$ cat src/rtl/ifw_defs.vh
// Overview of operation
// - desaturation_detect flag bit 7; bits 6-5 read zero
// - overtemperature event sets flag bit 4
// - rise select sets vout flag on entry
// - fall select sets vout flag on exit
// - gate drive undervoltage sets flag bit 2
// - vin overvoltage flag bit 1, edge selected
// - vin undervoltage flag bit 0, edge selected
// - interrupt pushes only return pc
// - only sleep instruction enters power-down
// - sleep entry clears watchdog, keeps it running
// - sleep entry clears powerdown status bit
// - sleep entry sets timeout status bit
// - core clock gated off while asleep
// - io pins hold drive state asleep
// - non-watchdog resets stay effective asleep
// - power-on reset wakes from sleep
// - sleep leaves analog enables unchanged
// - pin/por wake resets; others continue
// - of the interrupts, only pin-change and int pin wake
// - sleep prefetches next program address
// - wake needs enable, ignores global enable
// - after wake, next instruction then vector
// - interrupt or watchdog wake clears the watchdog
// - flags set regardless of enables
// - pending enabled interrupt makes sleep nop
`ifndef IFW_DEFS_VH
`define IFW_DEFS_VH

// ----------------------------------------
// register offsets
// ----------------------------------------
`define IFW_OFS_FLAGS 8'h00
`define IFW_OFS_FEN 8'h04
`define IFW_OFS_GCTL 8'h08
`define IFW_OFS_PFLG 8'h0c
`define IFW_OFS_PEN 8'h10
`define IFW_OFS_OPT 8'h14
`define IFW_OFS_ESEL 8'h18
`define IFW_OFS_STAT 8'h1c
`define IFW_OFS_ANA 8'h20

// ----------------------------------------
// field positions
// ----------------------------------------
`define IFW_FB_DESATURATION_DETECT 7
`define IFW_FB_OTEMP 4
`define IFW_FB_VOUTOV 3
`define IFW_FB_GATEUV 2
`define IFW_FB_VINOV 1
`define IFW_FB_VINUV 0
`define IFW_GB_GIE 7
`define IFW_GB_PERIPH_IRQ_ENABLE 6
`define IFW_GB_T0IE 5
`define IFW_GB_INTE 4
`define IFW_GB_IOCE 3
`define IFW_GB_T0IF 2
`define IFW_GB_INTF 1
`define IFW_GB_IOCF 0
`define IFW_OB_INTEDG 6
`define IFW_SB_PDN 0
`define IFW_SB_TON 1
`define IFW_SB_ASLEEP 2

// ----------------------------------------
// masks and reset values
// ----------------------------------------
`define IFW_FLAGS_MASK 8'h9f
`define IFW_PFLG_MASK 8'h7f
`define IFW_RST_FLAGS 8'h00
`define IFW_RST_GCTL 8'h00
`define IFW_RST_OPT 8'hff
`define IFW_RST_ESEL 8'h15
`define IFW_RST_ANA 8'h00

// ----------------------------------------
// bus responses
// ----------------------------------------
`define IFW_RESP_OKAY 2'b00
`define IFW_RESP_SLVERR 2'b10

`endif

$ cat src/rtl/ifw_sync2.v
`timescale 1ns/100ps
module ifw_sync2 #(
    parameter W = 1
) (
    // clock and control
    input wire clk_sys,
    input wire rst,
    input wire clkEn,
    // async levels in, synced out
    input wire [W-1:0] asyncIn,
    output wire [W-1:0] syncOut
);
    reg [W-1:0] meta_r;
    reg [W-1:0] sync_r;

    always @(posedge clk_sys) begin
        if (rst) begin
            meta_r <= {W{1'b0}};
            sync_r <= {W{1'b0}};
        end else if (clkEn) begin
            meta_r <= asyncIn;
            sync_r <= meta_r;
        end
    end

    assign syncOut = sync_r;
endmodule // ifw_sync2

$ cat src/rtl/ifw_edge_det.v
`timescale 1ns/100ps
module ifw_edge_det #(
    parameter W = 1
) (
    // clock and control
    input wire clk_sys,
    input wire rst,
    input wire clkEn,
    // synced levels and edge selects
    input wire [W-1:0] level,
    input wire [W-1:0] riseSel,
    input wire [W-1:0] fallSel,
    // one-cycle events
    output wire [W-1:0] edgeOut
);
    reg [W-1:0] prev_r;

    always @(posedge clk_sys) begin
        if (rst) begin
            prev_r <= {W{1'b0}};
        end else if (clkEn) begin
            prev_r <= level;
        end
    end

    // compare against previous sample
    assign edgeOut = (riseSel & level & ~prev_r) |
                   (fallSel & ~level & prev_r);
endmodule // ifw_edge_det

$ cat src/rtl/ifw_irq_sleep.v
`timescale 1ns/100ps
`include "ifw_defs.vh"
module ifw_irq_sleep #(
    parameter NIOC = 8,
    parameter PCW = 13
) (
    // clock, reset, enable
    input wire clk_sys,
    input wire rst,
    input wire clkEn,
    // axi4-lite write
    input wire [7:0] s_axil_awaddr,
    input wire s_axil_awvalid,
    output wire s_axil_awready,
    input wire [31:0] s_axil_wdata,
    input wire [3:0] s_axil_wstrb,
    input wire s_axil_wvalid,
    output wire s_axil_wready,
    output wire [1:0] s_axil_bresp,
    output wire s_axil_bvalid,
    input wire s_axil_bready,
    // axi4-lite read
    input wire [7:0] s_axil_araddr,
    input wire s_axil_arvalid,
    output wire s_axil_arready,
    output wire [31:0] s_axil_rdata,
    output wire [1:0] s_axil_rresp,
    output wire s_axil_rvalid,
    input wire s_axil_rready,
    // pins and fault comparators
    input wire extResetPin,
    input wire porPin,
    input wire intPin,
    input wire [NIOC-1:0] iocPin,
    input wire desatDetect,
    input wire overtempDetect,
    input wire voutOvDetect,
    input wire gateUvDetect,
    input wire vinOvDetect,
    input wire vinUvDetect,
    // core side
    input wire sleepExec,
    input wire [PCW-1:0] corePc,
    input wire instrRetire,
    input wire timer0Ovf,
    input wire [6:0] periphEvt,
    input wire wdtTimeout,
    input wire wdtEnable,
    // sleep and vector control
    output wire coreClkEn,
    output wire ioHold,
    output wire resetReq,
    output wire wakeContinue,
    output wire sleepNop,
    output wire prefetchReq,
    output wire [PCW-1:0] prefetchAddr,
    output wire irqVector,
    output wire stackPush,
    output wire [PCW-1:0] stackPushPc,
    // watchdog and analog
    output wire wdtClear,
    output wire wdtRunning,
    output wire [7:0] analogEnable,
    output wire analogSupplyOn
);
    // ----------------------------------------
    // states
    // ----------------------------------------
    localparam ST_RUN = 3'b001;
    localparam ST_SLEEP = 3'b010;
    localparam ST_POST = 3'b100;
    localparam NS = 9 + NIOC;
    localparam NE = 7 + NIOC;

    // ----------------------------------------
    // functions
    // ----------------------------------------
    function pend8;
        input [7:0] flg;
        input [7:0] en;
        begin
            pend8 = |(flg & en);
        end
    endfunction

    function mapped;
        input [7:0] a;
        begin
            case (a)
                `IFW_OFS_FLAGS, `IFW_OFS_FEN, `IFW_OFS_GCTL,
                `IFW_OFS_PFLG, `IFW_OFS_PEN, `IFW_OFS_OPT,
                `IFW_OFS_ESEL, `IFW_OFS_STAT, `IFW_OFS_ANA:
                    mapped = 1'b1;
                default:
                    mapped = 1'b0;
            endcase
        end
    endfunction

    function [PCW-1:0] pcNext;
        input [PCW-1:0] pc;
        begin
            pcNext = pc + {{(PCW-1){1'b0}}, 1'b1};
        end
    endfunction

    // ----------------------------------------
    // synchronisers and edges
    // ----------------------------------------
    wire [NS-1:0] syn;
    wire extSync = syn[NS-1];
    wire porSync = syn[NS-2];
    wire rstAll = rst | porSync;
    wire rstCtl = rstAll | extSync;
    wire [NE-1:0] edgeEvt;
    wire [NE-1:0] riseSel;
    wire [NE-1:0] fallSel;
    reg [7:0] esel_r;
    reg [7:0] opt_r;

    ifw_sync2 #(.W(NS)) u_sync (
        .clk_sys(clk_sys),
        .rst(rst),
        .clkEn(clkEn),
        .asyncIn({extResetPin, porPin, intPin, desatDetect,
            overtempDetect, voutOvDetect, gateUvDetect,
            vinOvDetect, vinUvDetect, iocPin}),
        .syncOut(syn)
    );

    // order: int, desaturation_detect, otemp, vout, gate, vinov, vinuv, ioc
    assign riseSel = {opt_r[`IFW_OB_INTEDG], 1'b1, 1'b1,
        esel_r[0], 1'b1, esel_r[2], esel_r[4], {NIOC{1'b1}}};
    assign fallSel = {~opt_r[`IFW_OB_INTEDG], 1'b0, 1'b0,
        esel_r[1], 1'b0, esel_r[3], esel_r[5], {NIOC{1'b1}}};

    ifw_edge_det #(.W(NE)) u_edge (
        .clk_sys(clk_sys),
        .rst(rstCtl),
        .clkEn(clkEn),
        .level(syn[NE-1:0]),
        .riseSel(riseSel),
        .fallSel(fallSel),
        .edgeOut(edgeEvt)
    );

    wire intSet = edgeEvt[NE-1];
    wire iocSet = |edgeEvt[NIOC-1:0];
    wire [7:0] faultSet;
    assign faultSet[`IFW_FB_DESATURATION_DETECT] = edgeEvt[NE-2];
    assign faultSet[6:5] = 2'b00;
    assign faultSet[`IFW_FB_OTEMP] = edgeEvt[NE-3];
    assign faultSet[`IFW_FB_VOUTOV] = edgeEvt[NE-4];
    assign faultSet[`IFW_FB_GATEUV] = edgeEvt[NE-5];
    assign faultSet[`IFW_FB_VINOV] = edgeEvt[NE-6];
    assign faultSet[`IFW_FB_VINUV] = edgeEvt[NE-7];

    // ----------------------------------------
    // bus slave
    // ----------------------------------------
    reg awHeld_r;
    reg [7:0] awAddr_r;
    reg wHeld_r;
    reg [31:0] wData_r;
    reg [3:0] wStrb_r;
    reg bvalid_r;
    reg [1:0] bresp_r;
    reg rvalid_r;
    reg [31:0] rdata_r;
    reg [1:0] rresp_r;

    wire doWrite = awHeld_r & wHeld_r & ~bvalid_r;
    wire wrEn = doWrite & wStrb_r[0];
    wire [7:0] wByte = wData_r[7:0];
    assign s_axil_awready = clkEn & ~awHeld_r & ~bvalid_r;
    assign s_axil_wready = clkEn & ~wHeld_r & ~bvalid_r;
    assign s_axil_arready = clkEn & ~rvalid_r;
    assign s_axil_bvalid = bvalid_r;
    assign s_axil_bresp = bresp_r;
    assign s_axil_rvalid = rvalid_r;
    assign s_axil_rdata = rdata_r;
    assign s_axil_rresp = rresp_r;

    always @(posedge clk_sys) begin
        if (rst) begin
            awHeld_r <= 1'b0;
            awAddr_r <= 8'h00;
            wHeld_r <= 1'b0;
            wData_r <= 32'h0000_0000;
            wStrb_r <= 4'h0;
            bvalid_r <= 1'b0;
            bresp_r <= `IFW_RESP_OKAY;
        end else if (clkEn) begin
            if (s_axil_awvalid && s_axil_awready) begin
                awHeld_r <= 1'b1;
                awAddr_r <= s_axil_awaddr;
            end
            if (s_axil_wvalid && s_axil_wready) begin
                wHeld_r <= 1'b1;
                wData_r <= s_axil_wdata;
                wStrb_r <= s_axil_wstrb;
            end
            if (doWrite) begin
                awHeld_r <= 1'b0;
                wHeld_r <= 1'b0;
                bvalid_r <= 1'b1;
                bresp_r <= mapped(awAddr_r) ? `IFW_RESP_OKAY : `IFW_RESP_SLVERR;
            end else if (bvalid_r && s_axil_bready) begin
                bvalid_r <= 1'b0;
            end
        end
    end

    // ----------------------------------------
    // registers
    // ----------------------------------------
    reg [7:0] fflg_r;
    reg [7:0] fen_r;
    reg [7:0] gctl_r;
    reg [7:0] pflg_r;
    reg [7:0] pen_r;
    reg [7:0] ana_r;
    reg pdN_r;
    reg toN_r;
    reg [2:0] state_r;
    reg [2:0] state_nxt;

    wire wrFlags = wrEn && (awAddr_r == `IFW_OFS_FLAGS);
    wire wrGctl = wrEn && (awAddr_r == `IFW_OFS_GCTL);
    wire wrPflg = wrEn && (awAddr_r == `IFW_OFS_PFLG);
    wire periph_irq_enable = gctl_r[`IFW_GB_PERIPH_IRQ_ENABLE];
    wire pendAny = (periph_irq_enable & (pend8(fflg_r, fen_r) | pend8(pflg_r, pen_r))) |
        pend8({5'h00, gctl_r[2:0]}, {5'h00, gctl_r[5:3]});
    // of the interrupts, only int pin and pin change may wake
    wire wakeIrq = pend8({6'h00, gctl_r[`IFW_GB_INTF], gctl_r[`IFW_GB_IOCF]},
        {6'h00, gctl_r[`IFW_GB_INTE], gctl_r[`IFW_GB_IOCE]});
    wire inRun = state_r[0];
    wire takeVec = inRun & gctl_r[`IFW_GB_GIE] & pendAny;

    reg [7:0] fflg_nxt;
    reg [7:0] gctl_nxt;
    reg [7:0] pflg_nxt;

    always @* begin
        // set wins over a software clear
        fflg_nxt = (wrFlags ? wByte : fflg_r) | faultSet;
        fflg_nxt = fflg_nxt & `IFW_FLAGS_MASK;
        pflg_nxt = ((wrPflg ? wByte : pflg_r) | {1'b0, periphEvt}) & `IFW_PFLG_MASK;
        gctl_nxt = wrGctl ? wByte : gctl_r;
        if (takeVec) begin
            gctl_nxt[`IFW_GB_GIE] = 1'b0;
        end
        gctl_nxt[2:0] = gctl_nxt[2:0] | {timer0Ovf, intSet, iocSet};
    end

    always @(posedge clk_sys) begin
        if (rstCtl) begin
            fflg_r <= `IFW_RST_FLAGS;
            fen_r <= 8'h00;
            gctl_r <= `IFW_RST_GCTL;
            pflg_r <= 8'h00;
            pen_r <= 8'h00;
            opt_r <= `IFW_RST_OPT;
            esel_r <= `IFW_RST_ESEL;
            ana_r <= `IFW_RST_ANA;
        end else if (clkEn) begin
            fflg_r <= fflg_nxt;
            gctl_r <= gctl_nxt;
            pflg_r <= pflg_nxt;
            if (wrEn && awAddr_r == `IFW_OFS_FEN) begin
                fen_r <= wByte & `IFW_FLAGS_MASK;
            end
            if (wrEn && awAddr_r == `IFW_OFS_PEN) begin
                pen_r <= wByte & `IFW_PFLG_MASK;
            end
            if (wrEn && awAddr_r == `IFW_OFS_OPT) begin
                opt_r <= wByte;
            end
            if (wrEn && awAddr_r == `IFW_OFS_ESEL) begin
                esel_r <= wByte & 8'h3f;
            end
            // sleep never touches this register
            if (wrEn && awAddr_r == `IFW_OFS_ANA) begin
                ana_r <= wByte;
            end
        end
    end

    // ----------------------------------------
    // read path
    // ----------------------------------------
    reg [7:0] rdByte;

    always @* begin
        case (s_axil_araddr)
            `IFW_OFS_FLAGS: rdByte = fflg_r;
            `IFW_OFS_FEN: rdByte = fen_r;
            `IFW_OFS_GCTL: rdByte = gctl_r;
            `IFW_OFS_PFLG: rdByte = pflg_r;
            `IFW_OFS_PEN: rdByte = pen_r;
            `IFW_OFS_OPT: rdByte = opt_r;
            `IFW_OFS_ESEL: rdByte = esel_r;
            `IFW_OFS_STAT: rdByte = {5'h00, state_r[1], toN_r, pdN_r};
            `IFW_OFS_ANA: rdByte = ana_r;
            default: rdByte = 8'h00;
        endcase
    end

    always @(posedge clk_sys) begin
        if (rst) begin
            rvalid_r <= 1'b0;
            rdata_r <= 32'h0000_0000;
            rresp_r <= `IFW_RESP_OKAY;
        end else if (clkEn) begin
            if (s_axil_arvalid && !rvalid_r) begin
                rvalid_r <= 1'b1;
                rdata_r <= {24'h000000, rdByte};
                rresp_r <= mapped(s_axil_araddr) ? `IFW_RESP_OKAY : `IFW_RESP_SLVERR;
            end else if (rvalid_r && s_axil_rready) begin
                rvalid_r <= 1'b0;
            end
        end
    end

    // ----------------------------------------
    // power-down sequencer
    // ----------------------------------------
    reg wdtClear_r;
    reg wake_r;
    reg nop_r;
    reg pref_r;
    reg [PCW-1:0] prefAddr_r;
    reg vec_r;
    reg [PCW-1:0] pushPc_r;
    reg resetReq_r;

    always @* begin
        state_nxt = state_r;
        case (state_r)
            ST_RUN: begin
                if (sleepExec && !pendAny) begin
                    state_nxt = ST_SLEEP;
                end
            end
            ST_SLEEP: begin
                if (wakeIrq || wdtTimeout) begin
                    state_nxt = ST_POST;
                end
            end
            ST_POST: begin
                if (instrRetire) begin
                    state_nxt = ST_RUN;
                end
            end
            default: begin
                state_nxt = ST_RUN;
            end
        endcase
    end

    wire enterSleep = inRun & sleepExec & ~pendAny;
    wire leaveSleep = state_r[1] & ~state_nxt[1];

    always @(posedge clk_sys) begin
        // por or pin reset wakes by resetting
        if (rstCtl) begin
            state_r <= ST_RUN;
            wdtClear_r <= 1'b0;
            wake_r <= 1'b0;
            nop_r <= 1'b0;
            pref_r <= 1'b0;
            prefAddr_r <= {PCW{1'b0}};
            vec_r <= 1'b0;
            pushPc_r <= {PCW{1'b0}};
        end else if (clkEn) begin
            state_r <= state_nxt;
            wdtClear_r <= enterSleep | leaveSleep;
            wake_r <= leaveSleep;
            nop_r <= inRun & sleepExec & pendAny;
            pref_r <= inRun & sleepExec;
            if (inRun && sleepExec) begin
                prefAddr_r <= pcNext(corePc);
            end
            vec_r <= takeVec;
            if (takeVec) begin
                pushPc_r <= pcNext(corePc);
            end
        end
    end

    // status bits survive a pin reset
    always @(posedge clk_sys) begin
        if (rstAll) begin
            pdN_r <= 1'b1;
            toN_r <= 1'b1;
        end else if (clkEn) begin
            if (enterSleep) begin
                pdN_r <= 1'b0;
                toN_r <= 1'b1;
            end else if (wdtTimeout && !nop_r) begin
                toN_r <= 1'b0;
            end
        end
    end

    always @(posedge clk_sys) begin
        if (rst) begin
            resetReq_r <= 1'b0;
        end else if (clkEn) begin
            resetReq_r <= porSync | extSync;
        end
    end

    // ----------------------------------------
    // outputs
    // ----------------------------------------
    assign coreClkEn = ~state_r[1];
    assign ioHold = state_r[1];
    assign analogSupplyOn = ~state_r[1];
    assign analogEnable = ana_r;
    assign resetReq = resetReq_r;
    assign wakeContinue = wake_r;
    assign sleepNop = nop_r;
    assign prefetchReq = pref_r;
    assign prefetchAddr = prefAddr_r;
    assign irqVector = vec_r;
    assign stackPush = vec_r;
    assign stackPushPc = pushPc_r;
    assign wdtClear = wdtClear_r;
    assign wdtRunning = wdtEnable;
endmodule // ifw_irq_sleep

$ cat config.mk
export PLATFORM = sky130hd
export DESIGN_NAME = ifw_irq_sleep
export DESIGN_NICKNAME = d
export VERILOG_FILES = /design/src/rtl/ifw_sync2.v /design/src/rtl/ifw_edge_det.v /design/src/rtl/ifw_irq_sleep.v
export VERILOG_INCLUDE_DIRS = /design/src /design/src/rtl
export SDC_FILE = /design/constraint.sdc
export NUM_CORES = 1
export LEC_CHECK = 0
export BUFFER_PORTS_ARGS = -buffer_cell sky130_fd_sc_hd__buf_2
export CORE_AREA = 2 2 105 148
export DETAILED_ROUTE_END_ITERATION = 10
export DIE_AREA = 0 0 107 150
export GPL_TIMING_DRIVEN = 0
export HOLD_SLACK_MARGIN = 0.03
export PLACE_DENSITY = 0.89
export SETUP_SLACK_MARGIN = 0.4
export SYNTH_ARGS = -nofsm -noshare
export SYNTH_HDL_FRONTEND = slang
export SYNTH_HIERARCHICAL = 1
export SYNTH_SLANG_ARGS = --single-unit
$ cat constraint.sdc
create_clock -name clk_sys -period 4.3 [get_ports clk_sys]
set_clock_uncertainty 0.2 [all_clocks]
set_input_delay 0.86 -clock clk_sys [delete_from_list [all_inputs] [get_ports clk_sys]]
set_output_delay 0.86 -clock clk_sys [all_outputs]
set_load 0.01 [all_outputs]
## Yosys cells after proc, flatten, opt, wreduce, memory -nomap -nowiden

Cells that the tools add are included.

| word-level totals | value |
|---|---|
| bits in registers | 175 |
| input bits | 102 |
| output and inout port bits | 86 |
| word-level logic and storage cells | 185 |

| cells by class | value |
|---|---|
| $add $sub $neg | 1 |
| eq/ne operators | 22 |
| mux-type cells | 29 |
| bitwise logic cells | 43 |
| reduce and logical (&&, ||, !) cells | 55 |

Operators by type and width:

| kind | number |
|---|---|
| 8-bit one-hot mux with 9 select lines | 1 |
| 8-bit by 5-bit == test with 1-bit output (second input constant) | 8 |
| 15-bit bitwise AND | 4 |
| 8-bit OR reduction | 5 |
| 2-bit AND reduction | 19 |
| 8-bit by 4-bit == test with 1-bit output (second input constant) | 4 |
| 15-bit inverter | 2 |
| 1-bit 2-to-1 mux | 19 |
| 9-bit OR reduction | 2 |
| 8-bit by 3-bit == test with 1-bit output (second input constant) | 2 |
| 8-bit by 6-bit == test with 1-bit output (second input constant) | 2 |
| 1-bit logical AND | 16 |
| 8-bit zero test | 2 |
| 8-bit 2-to-1 mux | 2 |
| 1-bit bitwise AND | 15 |
| 15-bit OR | 1 |
| 13-bit by 1-bit adder with 13-bit output (second input constant) | 1 |
| 2-bit nonzero test | 6 |
| 3-bit 2-to-1 mux | 3 |
| 3-bit one-hot mux with 3 select lines | 1 |
| 8-bit bitwise AND | 1 |
| 1-bit inverter | 8 |
| 8-bit OR | 1 |
| 7-bit bitwise AND | 1 |
| 14 further kinds | 24 |

## Longest topological paths before layout

| depth | value |
|---|---|
| word-level depth | 12 |
| mapped depth | 7 |
| gate-level depth less buffers | 5 |

## Cells and area by module

Netlist, hierarchy kept.

Modules (own cells, without submodules):

| module | instances | cells each | area an instance (um2) |
|---|---|---|---|
| ifw_irq_sleep | 1 | 664 | 5831.8 |
| ifw_sync2 | 1 | 110 | 1238.7 |
| ifw_edge_det | 1 | 93 | 785.8 |

## Worst setup path after synthesis

Ideal clock, no wire load.

| path | value |
|---|---|
| path kind | input to register |
| start | input s_axil_araddr[2] |
| end | register rdata_r[6] (netlist: s_axil_rdata[6]) |
| data arrival time | 2.176 ns |
| required time | 4.030 ns |
| slack | 1.854 ns |
| stages on the path | 5 |
| path buffers | 0 |
| cell sequence | or3_4 -> or3_4 -> a211oi_4 -> nand2b_2 -> o21ai_1 |

| on the way | value |
|---|---|
| cells in the longest elaborated chain, start to end | 2 |
| elaborated cells on any way between the ends | 10 |
| classes of those cells | eq/ne (8); mux (1); reduce/logical (1) |

RTL lines:

| item | line | source |
|---|---|---|
| from (decl) | ifw_irq_sleep.v:23 | `input wire [7:0] s_axil_araddr,` |
| 8-bit by 6-bit == test with 1-bit output, or another cell as far along | ifw_irq_sleep.v:295 | `case (s_axil_araddr)` |
| 8-bit one-hot mux with 9 select lines * | ifw_irq_sleep.v:295 |  |
| to (signal assigned) | ifw_irq_sleep.v:317 | `rdata_r <= {24'h000000, rdByte};` |
| to (decl) | ifw_irq_sleep.v:169 | `reg [31:0] rdata_r;` |

Mark *: on every way between the ends. The rest lies on a longest branch, timed or not.
A chain may end at the register's enable or synchronous reset.

## Worst setup path in the final report

| path | value |
|---|---|
| start | input clkEn |
| end | output s_axil_arready |

| on the way | value |
|---|---|
| cells in the longest elaborated chain, start to end | 1 |

RTL lines:

| item | line | source |
|---|---|---|
| from (decl) | ifw_irq_sleep.v:10 | `input wire clkEn,` |
| 1-bit bitwise AND | ifw_irq_sleep.v:177 | `assign s_axil_arready = clkEn & ~rvalid_r;` |
| to (decl) | ifw_irq_sleep.v:25 | `output wire s_axil_arready,` |

No other way between the ends.

==> metrics <==
Yosys top cell area share=0.4408; clock share of power=0.421; starting density of the core=0.5313; CTS tree=yes; status=complete, no violations; area of the multi-input gates=a little over 0.004 mm^2; switch share=0.2623; EDFF count, synth=0; Cells after Synth=867; worst stage delay on the critical path=0.29 ns; CTS Root Cell=clkbuf_16; synth top area cells=dfxtp_1, mux2i_1, nand2_1; Port Buffer Count=131; R2R Setup Slk=1.81 ns; CP Launch Type=input port; fmax=0.3583 GHz; worst slew pin tran=just over 0.9 ns; ys flop type=dfxtp_1; area of the mapped netlist=~0.0079 mm^2; ys async rst share=0; CTS buffer count=17; register area share after synthesis=0.4408; die outline area=0.01605 mm^2; hold_ws=0.2482 ns; WP data arrival=1.73 ns; Final GP Congestion=0.9894; Power Density=~370 mW/mm^2; vias per inst=5.448; DRT iter0 DRCs=558; Worst path most repeated cell=buf_2; Setup Viol. Count Final=0; Register-to-Register Path Depth=5; Setup crit end=s_axil_arready; Routed WL per cell=16.97 um; Die X=about 110 um; max-cap viol count=0; # rows=between 50 and 60; Max-Slew Margin vs Limit=0.3967; worst path required time=3.24 ns; 1st-pass router iterations=5; RR Endpoint=u_edge/prev_r[13]; Core ar.=about 0.015 mm^2; hpwl dp=16030 um; storage element area=0.003463 mm^2; Final Cell Area=0.009497 mm^2; Worst Setup End Kind=output port; number of clock sinks=173; max-slew violations=0; Logic pwr share=0.102; #FFs+latches synth=about 170; first-pass GRT wire length=33800 um; Tcrit/Tclk final=0.6490; Crit. Startpoint=clkEn; clock buffer depth=2; sequential share of power=0.478; # nets final=1166; Hold Crit Class=register to register; clk_lat worst skew=0.43 ns; RR Startpoint=u_sync/syncOut[15]; CP max stage cell=nor2b_1; post-layout min period=approximately 2.8 ns; Synth area leader=dfxtp_1; Final Hold Viols=0; H-tree Lvls=4; Area growth, synth to finish=20.88%; GRT Total Usage=0.2700; post-cts hold buffer count=0; NetSw=0.9323 mW; initial antenna violation count=0; post-cts sizing count=0; Synth Warn #=6; largest net degree at the start of global routing=17; syn avg cell area=9.061 um^2; DRC violations left=0; fraction of layout cells with a size suffix above 1=0.2147; Post-CTS Setup Inserts=0; vias in the first global route=~6700; Final ANT Viol Nets=0; DP Area=0.008925 mm^2; Clock transition at path regs=roughly 0.060 ns; routed via count=around 6900; Pleak=about 4.3 nW; FILL cells=roughly 1300; critical path peak fanout=10; Unique masters post-synth=70; die height=roughly 150 um; n_diodes=0; total gr overflow=0; worst-path cell chain=buf_2, buf_2, nor2b_1, buf_2; worst IR drop on VDD=0.2207 mV; Pint=2.622 mW; setup_tns=0 ns; RSZ-0062 raised after global routing=no; worst setup path class=input port to output port; total routed wirelength=about 22000 um; I/O pin count=188
[registers in the layout, indices dropped and copies added, names as in the netlist, 3 cells and up]
register / flops
u_sync/meta_r: 17
u_sync/syncOut: 17
u_edge/prev_r: 15
prefetchAddr: 13
stackPushPc: 13
analogEnable: 8
awAddr_r: 8
gctl_r: 8
opt_r: 8
s_axil_rdata: 8
wData_r: 8
pen_r: 7
pflg_r: 7
esel_r: 6
fen_r: 6
fflg_r: 6
state_r: 3
[area by class of cell]
cell class | instances | area share
tap | 192 | 0.02530
buffer | 75 | 0.05033
multi-input combinational | 658 | 0.4277
inverter | 7 | 0.002767
sequential | 173 | 0.3647
timing repair buffer | 131 | 0.06904
clock inverter | 14 | 0.01397
clock buffer | 18 | 0.04625
[cells in the mapped netlist, types with 9 or more instances]
master	instances
nand3_1	19
clkbuf_1	30
dfxtp_1	173
and3b_1	9
a21oi_1	54
a22oi_1	11
nand2_1	127
buf_4	29
nand3b_1	17
a211oi_1	19
nor2_1	104
o21ai_0	22
mux2i_1	110
[worst min path at each step]
stage / start / end / slack (ns) / cells past startpoint
4_1_cts: s_axil_rdata[5] / s_axil_rdata[5] / 0.25 / 2
2_1_floorplan: opt_r[0] / opt_r[0] / 0.24 / 2
3_5_place_dp: s_axil_rdata[5] / s_axil_rdata[5] / 0.24 / 2
3_3_place_gp: s_axil_rdata[0] / s_axil_rdata[0] / 0.23 / 2
6_report: s_axil_rdata[6] / s_axil_rdata[6] / 0.25 / 2
5_1_grt: s_axil_rdata[6] / s_axil_rdata[6] / 0.27 / 2
[per-stage QoR]
stage	utilization	cells	setup WS, ns	power [mW]
after floorplan	-	913	1.854	1.953
after global placement	0.6035	1236	1.248	2.078
after detailed placement	0.6035	1236	1.257	2.087
after CTS	0.6422	1268	1.526	3.550
after global routing	0.6422	1268	1.440	3.668
final	0.6422	1268	1.509	3.555
[worst max-delay path, delay by kind of cell]
kind / cells / cell delay, ns
buffers and inverters: 3 / 0.58
AND/OR/NAND/NOR: 1 / 0.29
[power by group through the flow]
stage	Combinational [mW]	Sequential (mW)	Clock, mW
final	0.361	1.70	1.50
after CTS	0.357	1.70	1.50
after detailed placement	0.355	1.73	0
after floorplan	0.231	1.72	0
after global routing	0.393	1.70	1.57
after global placement	0.349	1.73	0
[routing by layer]
metal	up-vias	routed length, um	GRT usage
li1	3360	-	-
met1	3186	8332	0.3067
met2	293	10850	0.4828
met3	69	1408	0.04965
met4	0	931	0.1318
met5	-	0	0
[layout by cell type, fill, tap and decap left out, types with 9 or more instances in the layout]
cell | Yosys | final
buf_4 | 29 | 29
dfxtp_1 | 173 | 173
a21oi_1 | 54 | 54
nand3b_1 | 17 | 17
nand3_1 | 19 | 19
clkbuf_1 | 30 | 30
clkbuf_16 | 0 | 17
o21ai_0 | 22 | 22
and3b_1 | 9 | 9
conb_1 | 2 | 48
nor2_1 | 104 | 104
a211oi_1 | 19 | 19
buf_2 | 6 | 137
a22oi_1 | 11 | 11
mux2i_1 | 110 | 110
nand2_1 | 127 | 127
[cell families after synthesis]
family	share of synthesized area
AOI/OAI and AO/OA	0.1220
other	0.0009559
DFF	0.4408
xor gates and xnor gates	0.01226
buffers and inverters	0.06418
and+or+nand+nor	0.1994
muxes	0.1588
adders and majority gates	0.001592
Note: power is estimated with default switching activity, not from simulation.
